--- src/rwp_defs.svh ---
// Constants for the write-protect and flag block: offsets, bits, resets, timing
`ifndef RWP_DEFS_SVH
`define RWP_DEFS_SVH

// Clock rate and timing figures
`define RWP_CLK_MHZ       25
`define RWP_REARM_US      62
`define RWP_CSUP_MS       2
`define RWP_HOLD_MS       11
`define RWP_REARM_CYC     (`RWP_REARM_US * `RWP_CLK_MHZ)
`define RWP_CSUP_CYC      (`RWP_CSUP_MS * 1000 * `RWP_CLK_MHZ)
`define RWP_HOLD_CYC      (`RWP_HOLD_MS * 1000 * `RWP_CLK_MHZ)
`define RWP_CNT_W         20

// Register offsets (storage occupies 4'h0 to 4'h7)
`define RWP_ADR_STORE_TOP 4'h7
`define RWP_ADR_CTRL_D    4'h8
`define RWP_ADR_CTRL_E    4'h9
`define RWP_ADR_CTRL_F    4'ha
`define RWP_ADR_PERIOD    4'hb

// Field positions of CTRL_D
`define RWP_D_MASK_P      0
`define RWP_D_MASK_A      1
`define RWP_D_LPS_P       2
`define RWP_D_LPS_A       3
// Field positions of CTRL_E
`define RWP_E_WP          0
`define RWP_E_PFLAG       1
`define RWP_E_AFLAG       2
`define RWP_E_RFLAG       3
// Field positions of CTRL_F
`define RWP_F_BANK        0
`define RWP_F_TEST0       1
`define RWP_F_TEST1       2

// Interval select that follows each seconds carry
`define RWP_SEL_SEC_CARRY 3'h5

// Reset values
`define RWP_WP_RST        1'b1
`define RWP_NIB_RST       4'h0
`define RWP_SEL_RST       3'h0

`endif

--- src/rwp_pkg.sv ---
// Types for the write-protect and flag block
package rwp_pkg;
  `include "rwp_defs.svh"

  // One host access on the nibble bus
  typedef struct packed {
    logic       wr;
    logic       rd;
    logic [3:0] addr;
    logic [3:0] data;
  } rwp_req_s;

  // Whole state of the main module
  typedef struct packed {
    logic [7:0][3:0]       store;
    logic                  mask_p;
    logic                  mask_a;
    logic                  lps_p;
    logic                  lps_a;
    logic [2:0]            period_sel;
    logic                  wp;
    logic                  pflag;
    logic                  aflag;
    logic                  rflag;
    logic                  bank;
    logic [1:0]            test;
    logic                  clr_pend;
    logic [`RWP_CNT_W-1:0] cs_cnt;
    logic [`RWP_CNT_W-1:0] hold_cnt;
    logic [`RWP_CNT_W-1:0] rearm_cnt;
    logic [3:0]            rdata;
    logic                  irq;
  } rwp_state_s;

  // State of the pin synchroniser
  typedef struct packed {
    logic [2:0] chain;
    logic       level;
  } rwp_sync_s;
endpackage

--- src/rwp_sync.sv ---
// Three-stage synchroniser that accepts a change once stages two and three agree
`timescale 1ns/1ps
module rwp_sync (
  input  wire logic clk_in,     // System clock
  input  wire logic sys_rst_in, // Synchronous reset, high
  input  wire logic pin_in,     // Asynchronous pin
  output logic      level_out   // Filtered level
);
  import rwp_pkg::*;

  rwp_sync_s st_ff;
  rwp_sync_s nxt_st;

  // Shift chain; stage one feeds only stage two
  always_comb begin
    nxt_st       = st_ff;
    nxt_st.chain = {st_ff.chain[1:0], pin_in};
    if (st_ff.chain[1] == st_ff.chain[2]) begin
      nxt_st.level = st_ff.chain[2];
    end
  end

  // State register
  always_ff @(posedge clk_in) begin
    if (sys_rst_in) begin
      st_ff <= '0;
    end else begin
      st_ff <= nxt_st;
    end
  end

  assign level_out = st_ff.level;
endmodule // rwp_sync

--- src/rwp_top.sv ---
// Write protect, flag side effects and interrupt combine for the clock block
`timescale 1ns/1ps
`include "rwp_defs.svh"

// Functional notes
// RULE_01: Host clears protection before other writes.
// RULE_02: Bank select bit writable at any time.
// RULE_03: Re-arm protection only 62 us after clear.
// RULE_04: Level-mode event flags clear after read one.
// RULE_05: Read-tracking flag clears after read one.
// RULE_06: Test bits reset on read, read zero.
// RULE_07: Interrupt pin ORs masked periodic and alarm.
// RULE_08: Host programs event settings while unprotected.
// RULE_09: Interval select 101 fires every seconds carry.
// RULE_10: Storage and control bits limited only by protection.
// RULE_11: Host avoids half-minute round during time writes.
// RULE_12: All registers readable anytime; side effects on flags and test bits only.
// RULE_13: Unprotect needs 2 ms high then 11 ms held.
// RULE_14: Protect sets at once unless select low or early.
// RULE_15: Protected bits ignore writes while protection set.
module rwp_top #(
  parameter int CSUP_CYC  = `RWP_CSUP_CYC,  // Select-high settle before clear
  parameter int HOLD_CYC  = `RWP_HOLD_CYC,  // Select-high hold after clear
  parameter int REARM_CYC = `RWP_REARM_CYC  // Lockout before re-arming
) (
  input  wire logic             clk_in,              // 25 MHz clock
  input  wire logic             sys_rst_in,          // Synchronous reset, high
  input  wire rwp_pkg::rwp_req_s req_in,             // Host access
  input  wire logic             chip_select_high_in, // Asynchronous select pin
  input  wire logic             sec_carry_in,        // Seconds carry pulse
  input  wire logic [7:0]       period_tick_in,      // Interval tick pulses
  input  wire logic             alarm_match_in,      // Alarm match pulse
  output logic [3:0]            rdata_out,           // Read data, one cycle late
  output logic                  write_protect_out,   // Protection state
  output logic                  periodic_event_flag_out, // Periodic flag
  output logic                  alarm_event_flag_out,    // Alarm flag
  output logic                  bank_out,            // Bank select
  output logic                  interrupt_out        // Combined interrupt
);
  import rwp_pkg::*;

  rwp_state_s st_ff;
  rwp_state_s nxt_st;
  logic       cs_high;
  logic       wr_ok;
  logic       rearm_ok;
  logic       p_evt;
  logic       wr_e;
  logic       rd_e;
  logic       rd_f;

  // Select pin passes the synchroniser
  rwp_sync u_cs_sync (
    .clk_in     (clk_in),
    .sys_rst_in (sys_rst_in),
    .pin_in     (chip_select_high_in),
    .level_out  (cs_high)
  );

  // Decode helpers
  always_comb begin
    wr_ok    = req_in.wr && !st_ff.wp;                             // [RULE_15]
    rearm_ok = st_ff.rearm_cnt >= `RWP_CNT_W'(REARM_CYC);          // [RULE_03]
    wr_e     = req_in.wr && (req_in.addr == `RWP_ADR_CTRL_E);
    rd_e     = req_in.rd && (req_in.addr == `RWP_ADR_CTRL_E);
    rd_f     = req_in.rd && (req_in.addr == `RWP_ADR_CTRL_F);
    if (st_ff.period_sel == `RWP_SEL_SEC_CARRY) begin
      p_evt = sec_carry_in;                                        // [RULE_09]
    end else begin
      p_evt = period_tick_in[st_ff.period_sel];
    end
  end

  // Next state
  always_comb begin
    nxt_st = st_ff;

    // Select-high dwell counter, saturating
    if (!cs_high) begin
      nxt_st.cs_cnt = '0;
    end else if (st_ff.cs_cnt < `RWP_CNT_W'(CSUP_CYC)) begin
      nxt_st.cs_cnt = st_ff.cs_cnt + 1'b1;
    end
    if (!rearm_ok) begin
      nxt_st.rearm_cnt = st_ff.rearm_cnt + 1'b1;
    end

    // Storage and control writes, only while unprotected
    if (wr_ok) begin
      if (req_in.addr <= `RWP_ADR_STORE_TOP) begin
        nxt_st.store[req_in.addr[2:0]] = req_in.data;              // [RULE_10]
      end
      case (req_in.addr)
        `RWP_ADR_CTRL_D: begin
          nxt_st.mask_p = req_in.data[`RWP_D_MASK_P];              // [RULE_10]
          nxt_st.mask_a = req_in.data[`RWP_D_MASK_A];
          nxt_st.lps_p  = req_in.data[`RWP_D_LPS_P];
          nxt_st.lps_a  = req_in.data[`RWP_D_LPS_A];
        end
        `RWP_ADR_CTRL_E: begin
          // Writing zero clears a flag; writing one leaves it
          if (!req_in.data[`RWP_E_PFLAG]) nxt_st.pflag = 1'b0;
          if (!req_in.data[`RWP_E_AFLAG]) nxt_st.aflag = 1'b0;
          if (!req_in.data[`RWP_E_RFLAG]) nxt_st.rflag = 1'b0;
        end
        `RWP_ADR_CTRL_F: begin
          nxt_st.test = {req_in.data[`RWP_F_TEST1],
                         req_in.data[`RWP_F_TEST0]};
        end
        `RWP_ADR_PERIOD: begin
          nxt_st.period_sel = req_in.data[2:0];
        end
        default: begin
        end
      endcase
    end

    // Bank select ignores protection
    if (req_in.wr && (req_in.addr == `RWP_ADR_CTRL_F)) begin
      nxt_st.bank = req_in.data[`RWP_F_BANK];                      // [RULE_02]
    end

    // Read data and read side effects
    case (req_in.addr)
      `RWP_ADR_CTRL_D: begin
        nxt_st.rdata = {st_ff.lps_a, st_ff.lps_p,
                        st_ff.mask_a, st_ff.mask_p};
      end
      `RWP_ADR_CTRL_E: begin
        nxt_st.rdata = {st_ff.rflag, st_ff.aflag,
                        st_ff.pflag, st_ff.wp};
      end
      `RWP_ADR_CTRL_F: begin
        nxt_st.rdata = {3'h0, st_ff.bank};                         // [RULE_06]
      end
      `RWP_ADR_PERIOD: begin
        nxt_st.rdata = {1'b0, st_ff.period_sel};
      end
      default: begin
        if (req_in.addr <= `RWP_ADR_STORE_TOP) begin
          nxt_st.rdata = st_ff.store[req_in.addr[2:0]];            // [RULE_12]
        end else begin
          nxt_st.rdata = 4'h0;
        end
      end
    endcase
    if (!req_in.rd) begin
      nxt_st.rdata = st_ff.rdata;
    end
    if (rd_f) begin
      nxt_st.test = 2'h0;                                          // [RULE_06]
    end
    if (rd_e && st_ff.pflag && st_ff.lps_p) begin
      nxt_st.pflag = 1'b0;                                         // [RULE_04]
    end
    if (rd_e && st_ff.aflag && st_ff.lps_a) begin
      nxt_st.aflag = 1'b0;                                         // [RULE_04]
    end
    if (rd_e && st_ff.rflag) begin
      nxt_st.rflag = 1'b0;                                         // [RULE_05]
    end

    // Events: sticky in level mode, one-cycle pulse otherwise; set wins
    if (st_ff.lps_p) begin
      if (p_evt) nxt_st.pflag = 1'b1;
    end else begin
      nxt_st.pflag = p_evt;
    end
    if (st_ff.lps_a) begin
      if (alarm_match_in) nxt_st.aflag = 1'b1;
    end else begin
      nxt_st.aflag = alarm_match_in;
    end
    if (sec_carry_in) begin
      nxt_st.rflag = 1'b1;
    end

    // Protection clear sequence
    if (st_ff.clr_pend) begin
      if (!cs_high) begin
        nxt_st.clr_pend = 1'b0;                                    // [RULE_13]
      end else if (st_ff.hold_cnt >= `RWP_CNT_W'(HOLD_CYC - 1)) begin
        nxt_st.clr_pend  = 1'b0;                                   // [RULE_13]
        nxt_st.wp        = 1'b0;
        nxt_st.rearm_cnt = '0;                                     // [RULE_03]
      end else begin
        nxt_st.hold_cnt = st_ff.hold_cnt + 1'b1;
      end
    end
    if (wr_e && !req_in.data[`RWP_E_WP] && st_ff.wp && !st_ff.clr_pend &&
        cs_high && (st_ff.cs_cnt >= `RWP_CNT_W'(CSUP_CYC))) begin
      nxt_st.clr_pend = 1'b1;                                      // [RULE_13]
      nxt_st.hold_cnt = '0;
    end
    if (wr_e && req_in.data[`RWP_E_WP] && cs_high && rearm_ok) begin
      nxt_st.wp       = 1'b1;                                      // [RULE_14]
      nxt_st.clr_pend = 1'b0;
    end

    // Combined interrupt from next flags
    nxt_st.irq = (nxt_st.pflag && !nxt_st.mask_p) ||
                 (nxt_st.aflag && !nxt_st.mask_a);                 // [RULE_07]
  end

  // State register
  always_ff @(posedge clk_in) begin
    if (sys_rst_in) begin
      st_ff            <= '0;
      st_ff.wp         <= `RWP_WP_RST;
      st_ff.period_sel <= `RWP_SEL_RST;
      st_ff.rdata      <= `RWP_NIB_RST;
      st_ff.rearm_cnt  <= `RWP_CNT_W'(REARM_CYC);
    end else begin
      st_ff <= nxt_st;
    end
  end

  // Outputs straight from the state register
  assign rdata_out               = st_ff.rdata;
  assign write_protect_out       = st_ff.wp;
  assign periodic_event_flag_out = st_ff.pflag;
  assign alarm_event_flag_out    = st_ff.aflag;
  assign bank_out                = st_ff.bank;
  assign interrupt_out           = st_ff.irq;
endmodule // rwp_top

--- config.mk ---
export PLATFORM = sky130hd
export DESIGN_NAME = rwp_top
export DESIGN_NICKNAME = d
export VERILOG_FILES = /design/src/rwp_pkg.sv /design/src/rwp_sync.sv /design/src/rwp_top.sv
export VERILOG_INCLUDE_DIRS = /design/src
export SDC_FILE = /design/constraint.sdc
export NUM_CORES = 1
export LEC_CHECK = 0
export ABC_CLOCK_PERIOD_IN_PS = 3150
export BUFFER_PORTS_ARGS = -buffer_cell sky130_fd_sc_hd__buf_2
export CORE_ASPECT_RATIO = 0.75
export CORE_MARGIN = 1
export CORE_UTILIZATION = 45
export CTS_CLUSTER_SIZE = 10
export DETAILED_ROUTE_END_ITERATION = 6
export PLACE_DENSITY = 0.59
export REMOVE_ABC_BUFFERS = 1
export SLEW_MARGIN = 20
export SYNTH_ARGS = -nofsm -noshare
export SYNTH_HDL_FRONTEND = slang
export SYNTH_SLANG_ARGS = --single-unit
--- constraint.sdc ---
create_clock -name clk_in -period 3.15 [get_ports clk_in]
set_input_delay 0.315 -clock clk_in [delete_from_list [all_inputs] [get_ports clk_in]]
set_output_delay 0.315 -clock clk_in [all_outputs]
set_load 0.02 [all_outputs]
==> impl_metrics.ini, run 1 <==
[setup_path]
crit_path_cell_trace = o21a_1 > o211ai_1 > a31oi_2 > a21o_1 > nor2_1
worstSetupEndpointType = flip-flop
critical_path.slowest_cell = sky130_fd_sc_hd__a21o_1
cp_slowest_stage_delay_ps = 640
worst-r2r-cell-count = 5
critical-path-top-delay-family = compound AO/OA/AOI/OAI gates
worstPathArrival_ps = 2450
worst-path-max-fanout = 20
r2r_slack_ps = 960
timing.rr.end = st_ff[35]
worst_r2r_startpoint = st_ff[51]
cp.depth = 5
critical_path_required_ps = 3410
cp.buffers_inverters = 0
crit_type = flip-flop to flip-flop
crit_path_start_kind = flip-flop

[synthesis]
netlist_instances = 594
yosysUniqueCellTypes = 50
synthesis.yosys.warnings = 0
top_reg_cell_synth = sky130_fd_sc_hd__dfxtp_1
seq_area_frac_synth_pct = 43.3
synth_async_sr_flop_share_pct = 0
synth_enable_flop_cells = 0
summed_instance_area_of_the_synthesized_netlist_mm2 = 0.00528
synth_largest_area_cell = sky130_fd_sc_hd__dfxtp_1
synth_top_area_share_pct = 43.3
synthTopCellsByArea = sky130_fd_sc_hd__dfxtp_1, sky130_fd_sc_hd__a21oi_1, sky130_fd_sc_hd__mux4_2, sky130_fd_sc_hd__mux2i_1, sky130_fd_sc_hd__nand3_1
avgSynthCellArea_um2 = 8.88
ys_seq_elements = 114

[power]
p_per_area_mw_per_mm2 = 573
comb_power_share_pct = 3.2
irDropWorstVdd_v = 0.000378
pint_uw = 2770
p_switching_uw = 700
seq_power_share_pct = 41.9
power.clock.fraction_pct = 54.8
p_leak_uw = 0.00211
switching_share_pct = 20.2

[placement]
buffer_ports.inserted = 30
preCtsSetupSlack_ps = 746
post_detailed_placement_half_perimeter_wirelength_um = 8080
detailed_place.area_mm2 = 0.00547
globalplace.congestion = 0.794

[clocking]
clk_latency_ps = 410
cts_hold_fix_bufs = 0
max-clock-path-buffers = 2
h_tree_depth = 4
cts.clk_slew.worst_paths_ps = 50
post_cts_resized = 0
post_cts.repair.setup_buffers = 0
root_buffer_master = sky130_fd_sc_hd__clkbuf_16
tritoncts = done
cts-buffers-inserted = 17
tritoncts_num_sinks = 114

[sta]
setup_slack_ps = 957
tightestPinTransition_ps = 872
slew_violations = 0
max_clock_freq_ghz = 0.456
finalSetupTns_ps = 0
period_share_pct = 69.6
setup_violation_total_in_the_final_timing_report = 0
timing_hold_violations_final = 0
clock-skew-final_ps = 8.50
grt_setup_unrepaired = no
worst_relative_slew_slack_pct = 41.6
final_period_minus_worst_setup_slack_ps = 2190

[final_layout]
nNetsFinal = 634
drive_gt1_share_pct = 13.8
filler_cell_count = 1015
syn_to_final_growth_pct = 14.8
fin_area_mm2 = 0.00606
final_cell_mix = sky130_fd_sc_hd__dfxtp_1, sky130_fd_sc_hd__nor2_1, sky130_fd_sc_hd__a21oi_1
leading_cell_type_in_the_layout_fill_and_taps_excluded = sky130_fd_sc_hd__dfxtp_1
antenna_cells_inserted = 0

[outcome]
outcome = complete, no violations

[route]
met3RoutedLength_um = 524
totalWireLength_um = 11800
routed_len_inst_um = 15.5
vias_per_cell = 5.65
route.detailed.drc = 0
dr.max_layer_used = met4
dr.first_iter.drc_count = 191
routed-wl-met2_um = 5140
wl_met1_um = 6050
drtAntennaViolNets = 0
detailroute.via_count = 4286
firstDrtPassIters = 4

[die]
die_height_um = 95.8
die-area_mm2 = 0.0122
floorplan.initialDensity_pct = 47.3
die_x_um = 127
core_area_mm2 = 0.0111
io_pins = 32
fp-row-count = 33

[hold_path]
worstHoldPathCells = 2
worstHoldPathType = primary input to flip-flop
min_to = u_cs_sync.nxt_st[2]
timing.hold.worst.start = chip_select_high_in

[global_route]
first_pass_grt_wire_length_um = 19700
grt_max_degree = 43
track_usage_pct = 21.2
gr-total-overflow = 0
grt_pass1_vias = 3962
grt_antenna_before_repair = 0

[run]
cap_viol_max_count = 0
Yosys cell counts, types with 7 or more instances:
cell and instances:
sky130_fd_sc_hd__or3_1 10, sky130_fd_sc_hd__and4_1 8, sky130_fd_sc_hd__nand4_1 12, sky130_fd_sc_hd__mux2i_1 23, sky130_fd_sc_hd__dfxtp_1 114, sky130_fd_sc_hd__o21ai_0 21, sky130_fd_sc_hd__a21o_1 7, sky130_fd_sc_hd__and2_1 15
sky130_fd_sc_hd__nand2_1 51, sky130_fd_sc_hd__o31ai_1 9, sky130_fd_sc_hd__nor2_1 55, sky130_fd_sc_hd__o211ai_1 7, sky130_fd_sc_hd__mux4_2 11, sky130_fd_sc_hd__clkbuf_1 29, sky130_fd_sc_hd__nor2b_1 7, sky130_fd_sc_hd__nand3_1 44
sky130_fd_sc_hd__inv_1 11, sky130_fd_sc_hd__or4_1 8, sky130_fd_sc_hd__xnor2_1 16, sky130_fd_sc_hd__a21oi_1 53, sky130_fd_sc_hd__nor4_1 10
per-layer routing:
metal / track usage (%) / vias to the layer above
met2: 31.3 / 84
met4: 7.14 / 0
met1: 29.4 / 2043
met5: 0 / -
met3: 6.34 / 4
li1: - / 2155
power groups by stage:
stage               Combinational (µW)  Sequential (µW)  Clock [µW]
finish                             112             1460        1900
global route                       123             1460        2020
CTS                                113             1460        1950
detailed placement                 112             1490           0
global placement                   112             1490           0
floorplan                         35.6             1490           0
registers in the layout (all words and copies together), names as in the netlist:
| name | count |
|---|---|
| alarm_event_flag_out | 1 |
| bank_out | 1 |
| interrupt_out | 1 |
| periodic_event_flag_out | 1 |
| rdata_out | 4 |
| st_ff | 101 |
| u_cs_sync.level_out | 1 |
| u_cs_sync.nxt_st | 2 |
| u_cs_sync.st_ff | 1 |
| write_protect_out | 1 |
logic make-up after synthesis:
group,share of synthesized area [%]
buffers and inverters,4.60
multiplexers,9.27
AO/OA/AOI/OAI,13.2
XOR/XNOR,3.65
adder cells (fa/ha/maj),1.19
AND/OR/NAND/NOR,24.9
flip-flops,43.3
how the worst max path moves through the flow:
stage | from | endpoint | slack (ps)
floorplan | write_protect_out | st_ff[108] | 700
global route | st_ff[51] | st_ff[42] | 700
global placement | req_in[5] | st_ff[35] | 770
finish | st_ff[51] | st_ff[35] | 960
detailed placement | req_in[5] | st_ff[38] | 750
CTS | st_ff[51] | st_ff[39] | 970
final cells by class:
| cell class | count | area (µm²) | area share, % |
|---|---|---|---|
| clock buffers | 27 | 523 | 8.63 |
| clock inverters | 4 | 70.1 | 1.16 |
| inverters | 11 | 41.3 | 0.682 |
| multi-input cells | 425 | 2760 | 45.6 |
| flip-flops and latches | 114 | 2280 | 37.7 |
| well taps | 140 | 175 | 2.89 |
| repair buffers | 37 | 203 | 3.35 |
per-stage QoR:
| step | utilization (%) | std cells | hold slack [ps] | total power [µW] |
|---|---|---|---|---|
| final | 54.3 | 758 | 153 | 3470 |
| after global routing | 54.3 | 758 | 143 | 3600 |
| after CTS | 54.3 | 758 | 137 | 3520 |
| after detailed placement | 49.0 | 727 | 433 | 1600 |
| after global placement | 49.0 | 727 | 426 | 1600 |
| after floorplan | - | 550 | 384 | 1530 |
Power figures use the tool's default switching activity.
==> run 2, diff against run 1 <==
--- a/config.mk
+++ b/config.mk
@@ -6,7 +6,7 @@
 export SDC_FILE = /design/constraint.sdc
 export NUM_CORES = 1
 export LEC_CHECK = 0
-export ABC_CLOCK_PERIOD_IN_PS = 3150
+export ABC_CLOCK_PERIOD_IN_PS = 2100
 export BUFFER_PORTS_ARGS = -buffer_cell sky130_fd_sc_hd__buf_2
 export CORE_ASPECT_RATIO = 0.75
 export CORE_MARGIN = 1
==> constraint.sdc (replaced) <==
create_clock -name clk_in -period 2.1 [get_ports clk_in]
set_input_delay 0.21 -clock clk_in [delete_from_list [all_inputs] [get_ports clk_in]]
set_output_delay 0.21 -clock clk_in [all_outputs]
set_load 0.02 [all_outputs]
==> run 2 against run 1 <==
Core utilization is 2.4 points higher; sequential power rose by 49%; first-iteration DRC count increased by 76%; largest cell class unchanged.
==> impl_metrics.ini, run 2 (synthesis results as in run 1) <==
[power]
p_leak_uw = 0.00224
p_per_area_mw_per_mm2 = 900
power.total_uw = 5690
irDropWorstVdd_v = 0.000657

[die]
die_x_um = 127
core_area_mm2 = 0.0111
floorplan.initialDensity_pct = 47.3
io_pins = 32
die_height_um = 95.8
die-area_mm2 = 0.0122
fp-row-count = 33

[sta]
grt_setup_unrepaired = no
max_clock_freq_ghz = 0.506
final_period_minus_worst_setup_slack_ps = 1980
worst_relative_slew_slack_pct = 56.3
setup_violation_total_in_the_final_timing_report = 0
setup_slack_ps = 124
finalSetupTns_ps = 0
slew_violations = 0
tightestPinTransition_ps = 639
timing_hold_violations_final = 0
clock-skew-final_ps = 17.2
period_share_pct = 94.1

[hold_path]
timing.hold.worst.start = chip_select_high_in
worstHoldPathType = primary input to flip-flop

[setup_path]
r2r_slack_ps = 120
worst-path-max-fanout = 14
critical-path-top-delay-family = compound AO/OA/AOI/OAI gates
crit_path_cell_trace = ha_1 > a21oi_1 > o211ai_1 > a21o_4 > or4_1 > a21oi_1
cp-startpoint = st_ff[25]
worstPathArrival_ps = 2320
crit_path_frequent_cell = sky130_fd_sc_hd__a21oi_1
cp.buffers_inverters = 0
worstSetupEndpointType = flip-flop
worst_r2r_startpoint = st_ff[25]
cp_slowest_stage_delay_ps = 490
crit_type = flip-flop to flip-flop
critical_path.slowest_cell = sky130_fd_sc_hd__or4_1
crit_path_start_kind = flip-flop
critical_path_required_ps = 2440

[placement]
placed_cells = 747
buffer_ports.inserted = 30
preCtsSetupSlack_ps = 107
globalplace.congestion = 0.795
post_detailed_placement_half_perimeter_wirelength_um = 8460

[final_layout]
syn_to_final_growth_pct = 19.8
largest_register_ffs = 101
fin_util_pct = 56.7
leading_cell_type_in_the_layout_fill_and_taps_excluded = sky130_fd_sc_hd__dfxtp_1
nNetsFinal = 654
filler_cell_count = 1012
drive_gt1_share_pct = 16.9
final_cell_mix = sky130_fd_sc_hd__dfxtp_1, sky130_fd_sc_hd__nor2_1, sky130_fd_sc_hd__a21oi_1
max_flop_register = st_ff
antenna_cells_inserted = 0
fin_cells = 779

[clocking]
max-clock-path-buffers = 2
tritoncts_num_sinks = 114
tritoncts = done
h_tree_depth = 4
cts-buffers-inserted = 17
clk_latency_ps = 420
cts.clk_slew.worst_paths_ps = 50
post_cts.repair.setup_buffers = 0
root_buffer_master = sky130_fd_sc_hd__clkbuf_16

[global_route]
gr-total-overflow = 0
track_usage_pct = 21.9
grt_pass1_vias = 4061
first_pass_grt_wire_length_um = 20400
grt_max_degree = 38
grt_antenna_before_repair = 0

[route]
vias_per_cell = 5.71
dr.first_iter.drc_count = 337
totalWireLength_um = 12200
drtAntennaViolNets = 0
firstDrtPassIters = 5
routed_len_inst_um = 15.7
detailroute.via_count = 4450
route.detailed.drc = 0

[run]
cap_viol_max_count = 0

[outcome]
outcome = complete, no violations
run 2: final cells by class:
type | instances | area, µm² | area share [%]
repair buffers | 57 | 365 | 5.78
flip-flops and latches | 114 | 2280 | 36.1
well taps | 140 | 175 | 2.77
inverters | 11 | 41.3 | 0.653
clock inverters | 10 | 230 | 3.64
clock buffers | 22 | 444 | 7.03
multi-input cells | 425 | 2780 | 44.0
run 2: routing by layer:
| layer | GRT usage (%) | routed length (µm) |
|---|---|---|
| met2 | 31.8 | 5220 |
| met1 | 31.2 | 6180 |
| met4 | 8.63 | 175 |
| met5 | 0 | 0 |
| met3 | 5.17 | 653 |
run 2: metrics by stage:
stage | cell area, µm² | hold WS (ps)
2_1_floorplan | 5070 | 279
3_3_place_gp | 5630 | 420
3_5_place_dp | 5630 | 428
4_1_cts | 6300 | 56.7
5_1_grt | 6320 | 74.4
6_report | 6320 | 49.1
run 2: final timing paths:
| kind | endpoint | cells after the start |
|---|---|---|
| setup reg to reg | st_ff[32] | 6 |
| setup / recovery | st_ff[32] | 6 |
| hold reg to reg | u_cs_sync.nxt_st[3] | 1 |
| hold / removal | u_cs_sync.nxt_st[2] | 2 |
run 2: report_power, final:
group | switching (µW) | leakage (µW) | total [µW] | internal [µW]
sequential | 6.79 | 0.000920 | 2180 | 2180
clock | 973 | 0.000319 | 3310 | 2340
combinational | 118 | 0.00100 | 189 | 70.5
run 2: worst reg2reg max path, delay by kind of cell, from the launching register on:
family / cells / cell delay, ps
simple gates: 1 / 490
compound gates: 4 / 850
fa+ha+maj: 1 / 230
flops: 1 / 330
run 2: timing repair:
| item | 4_1_cts | 5_1_grt |
|---|---|---|
| hold buffers | 0 | 0 |
| setup endpoints to repair | 0 | 15 |
| gates resized for setup | 0 | 4 |
==> run 3, diff against run 2 <==
--- a/config.mk
+++ b/config.mk
@@ -6,14 +6,14 @@
 export SDC_FILE = /design/constraint.sdc
 export NUM_CORES = 1
 export LEC_CHECK = 0
-export ABC_CLOCK_PERIOD_IN_PS = 2100
+export ABC_CLOCK_PERIOD_IN_PS = 1600
 export BUFFER_PORTS_ARGS = -buffer_cell sky130_fd_sc_hd__buf_2
 export CORE_ASPECT_RATIO = 0.75
 export CORE_MARGIN = 1
 export CORE_UTILIZATION = 45
 export CTS_CLUSTER_SIZE = 10
 export DETAILED_ROUTE_END_ITERATION = 6
-export PLACE_DENSITY = 0.59
+export PLACE_DENSITY = 0.61
 export REMOVE_ABC_BUFFERS = 1
 export SLEW_MARGIN = 20
 export SYNTH_ARGS = -nofsm -noshare
==> constraint.sdc (replaced) <==
create_clock -name clk_in -period 1.6 [get_ports clk_in]
set_input_delay 0.08 -clock clk_in [delete_from_list [all_inputs] [get_ports clk_in]]
set_output_delay 0.08 -clock clk_in [all_outputs]
set_load 0.02 [all_outputs]
==> run 3 against run 2 <==
The run now ends with negative setup slack left; critical endpoint unchanged; largest power group unchanged; highest routed layer unchanged; global-route usage up 3.1 points; final cell count up 13%; hold slack worse by 11 ps; clock skew down 9.2 ps; sequential share of layout area down 6.4 points; critical path depth unchanged.
==> impl_metrics.ini, run 3 (synthesis results as in run 1) <==
[placement]
buffer_ports.inserted = 30
globalplace.congestion = 0.863
detailed_place.area_mm2 = 0.00623
post_detailed_placement_half_perimeter_wirelength_um = 9460

[setup_path]
worstSetupEndpointType = flip-flop
worst_r2r_startpoint = st_ff[42]
crit_type = flip-flop to flip-flop
worst-path-max-fanout = 6
critical-path-top-delay-family = compound AO/OA/AOI/OAI gates
worst-r2r-cell-count = 6
crit_path_cell_trace = o41ai_4 > nand2_2 > a21o_4 > buf_6 > o31ai_1 > a21oi_2
worstPathArrival_ps = 2210
cp-startpoint = st_ff[42]
cp.depth = 6
critical_path_required_ps = 1890
cp_slowest_stage_delay_ps = 410
crit_path_start_kind = flip-flop
critical_path.slowest_cell = sky130_fd_sc_hd__o41ai_4
cp.buffers_inverters = 1

[global_route]
grt_pass1_vias = 4813
met2_track_demand_over_resource_pct = 39.4
first_pass_grt_wire_length_um = 23400
busiest_layer = met2
grt_max_degree = 49
globalRouteMet1Util_pct = 32.6
grt_antenna_before_repair = 0
gr-total-overflow = 0
track_usage_pct = 25.0
met3_usage_pct = 6.34

[die]
die-area_mm2 = 0.0122
die_height_um = 95.8
fp-row-count = 33
die_x_um = 127
io_pins = 32
floorplan.initialDensity_pct = 47.3
core_area_mm2 = 0.0111

[route]
vias_per_cell = 5.72
firstDrtPassIters = 4
routed_len_inst_um = 17.2
route.detailed.drc = 0
drtAntennaViolNets = 0
dr.first_iter.drc_count = 268
detailroute.via_count = 5057
totalWireLength_um = 15200

[hold_path]
worstHoldPathType = primary input to flip-flop
worstHoldPathCells = 3
timing.hold.worst.start = req_in[3]

[run]
cap_viol_max_count = 0

[sta]
final_period_minus_worst_setup_slack_ps = 1920
tightestPinTransition_ps = 557
setup_slack_ps = -316
clock-skew-final_ps = 8.04
slew_violations = 0
worst_relative_slew_slack_pct = 62.8
timing_hold_violations_final = 0
setup_violation_total_in_the_final_timing_report = 57
period_share_pct = 120
grt_setup_unrepaired = yes
max_clock_freq_ghz = 0.522

[clocking]
tritoncts = done
cts.clk_slew.worst_paths_ps = 60
root_buffer_master = sky130_fd_sc_hd__clkbuf_16
h_tree_depth = 4
cts-buffers-inserted = 17
max-clock-path-buffers = 2
clk_latency_ps = 410
tritoncts_num_sinks = 114

[final_layout]
drive_gt1_share_pct = 40.5
syn_to_final_growth_pct = 46.7
nNetsFinal = 759
max_flop_register = st_ff
antenna_cells_inserted = 0
leading_cell_type_in_the_layout_fill_and_taps_excluded = sky130_fd_sc_hd__buf_4
final_cell_mix = sky130_fd_sc_hd__buf_4, sky130_fd_sc_hd__dfxtp_1, sky130_fd_sc_hd__nand2_1
fin_util_pct = 69.4
largest_register_ffs = 101
fin_area_mm2 = 0.00774

[power]
p_leak_uw = 0.00285
power.total_uw = 7210
irDropWorstVdd_v = 0.000791
p_per_area_mw_per_mm2 = 931

[outcome]
failed_checks = negative setup slack
outcome = complete, but fails checks
-- run 3: cell count changes in the layout (fill, tap and decap cells not counted), sizes merged --
cell / before / now
a21o: 8 / 9
a31oi: 4 / 5
buf: 57 / 155
bufinv: 7 / 4
clkbuf: 22 / 19
clkinv: 1 / 2
clkinvlp: 2 / 7
dlygate4sd3: 0 / 3
inv: 11 / 13
-- run 3: report_power, final --
part	internal, µW	switching (µW)
registers	2850	8.29
logic	130	177
clock network	2610	1430
total	5600	1610
-- run 3: area by class of cell --
class / count / area (µm²)
fill: 830 / 3410
multi-input combinational: 427 / 3320
sequential: 114 / 2300
timing repair buffer: 160 / 1270
clock buffer: 17 / 425
clock inverter: 15 / 208
tap: 140 / 175
inverter: 11 / 41.3
-- run 3: per-layer routing --
| metal | up-vias | part of all wire, % | wire [µm] |
|---|---|---|---|
| met5 | - | 0 | 0 |
| met4 | 0 | 1.9 | 284 |
| met3 | 27 | 5.3 | 809 |
| met2 | 140 | 48 | 7240 |
| met1 | 2474 | 45 | 6850 |
| li1 | 2416 | - | - |
-- run 3: per-stage QoR --
step	TNS, ps	hold slack, ps	std cells	setup WS [ps]
final	-10860	37.9	884	-316
after detailed placement	-9250	329	826	-311
after floorplan	-46200	149	550	-855
after global placement	-7530	319	826	-306
after CTS	-9140	14.9	877	-262
after global routing	-13720	39.2	884	-387
-- run 3: worst paths after layout --
path	to	slack (ps)
hold reg to reg	u_cs_sync.nxt_st[3]	440
setup / recovery	st_ff[32]	-320
hold / removal	st_ff[99]	40
setup reg to reg	st_ff[32]	-320
-- run 3: repair_timing --
item                                    in CTS  in global routing
pin swaps                                   33                 55
hold buffers                                 3                  0
buffers inserted                            16                  5
hold endpoints to repair                     3                  0
endpoints found under the setup margin      58                 69
gates cloned                                 2                  4
resized for setup                           53                 98
-- run 3: tightest hold or removal path, cell delays in order --
cell and delay [ps]:
sky130_fd_sc_hd__buf_2 180, sky130_fd_sc_hd__nand3_1 90, sky130_fd_sc_hd__a21oi_1 50
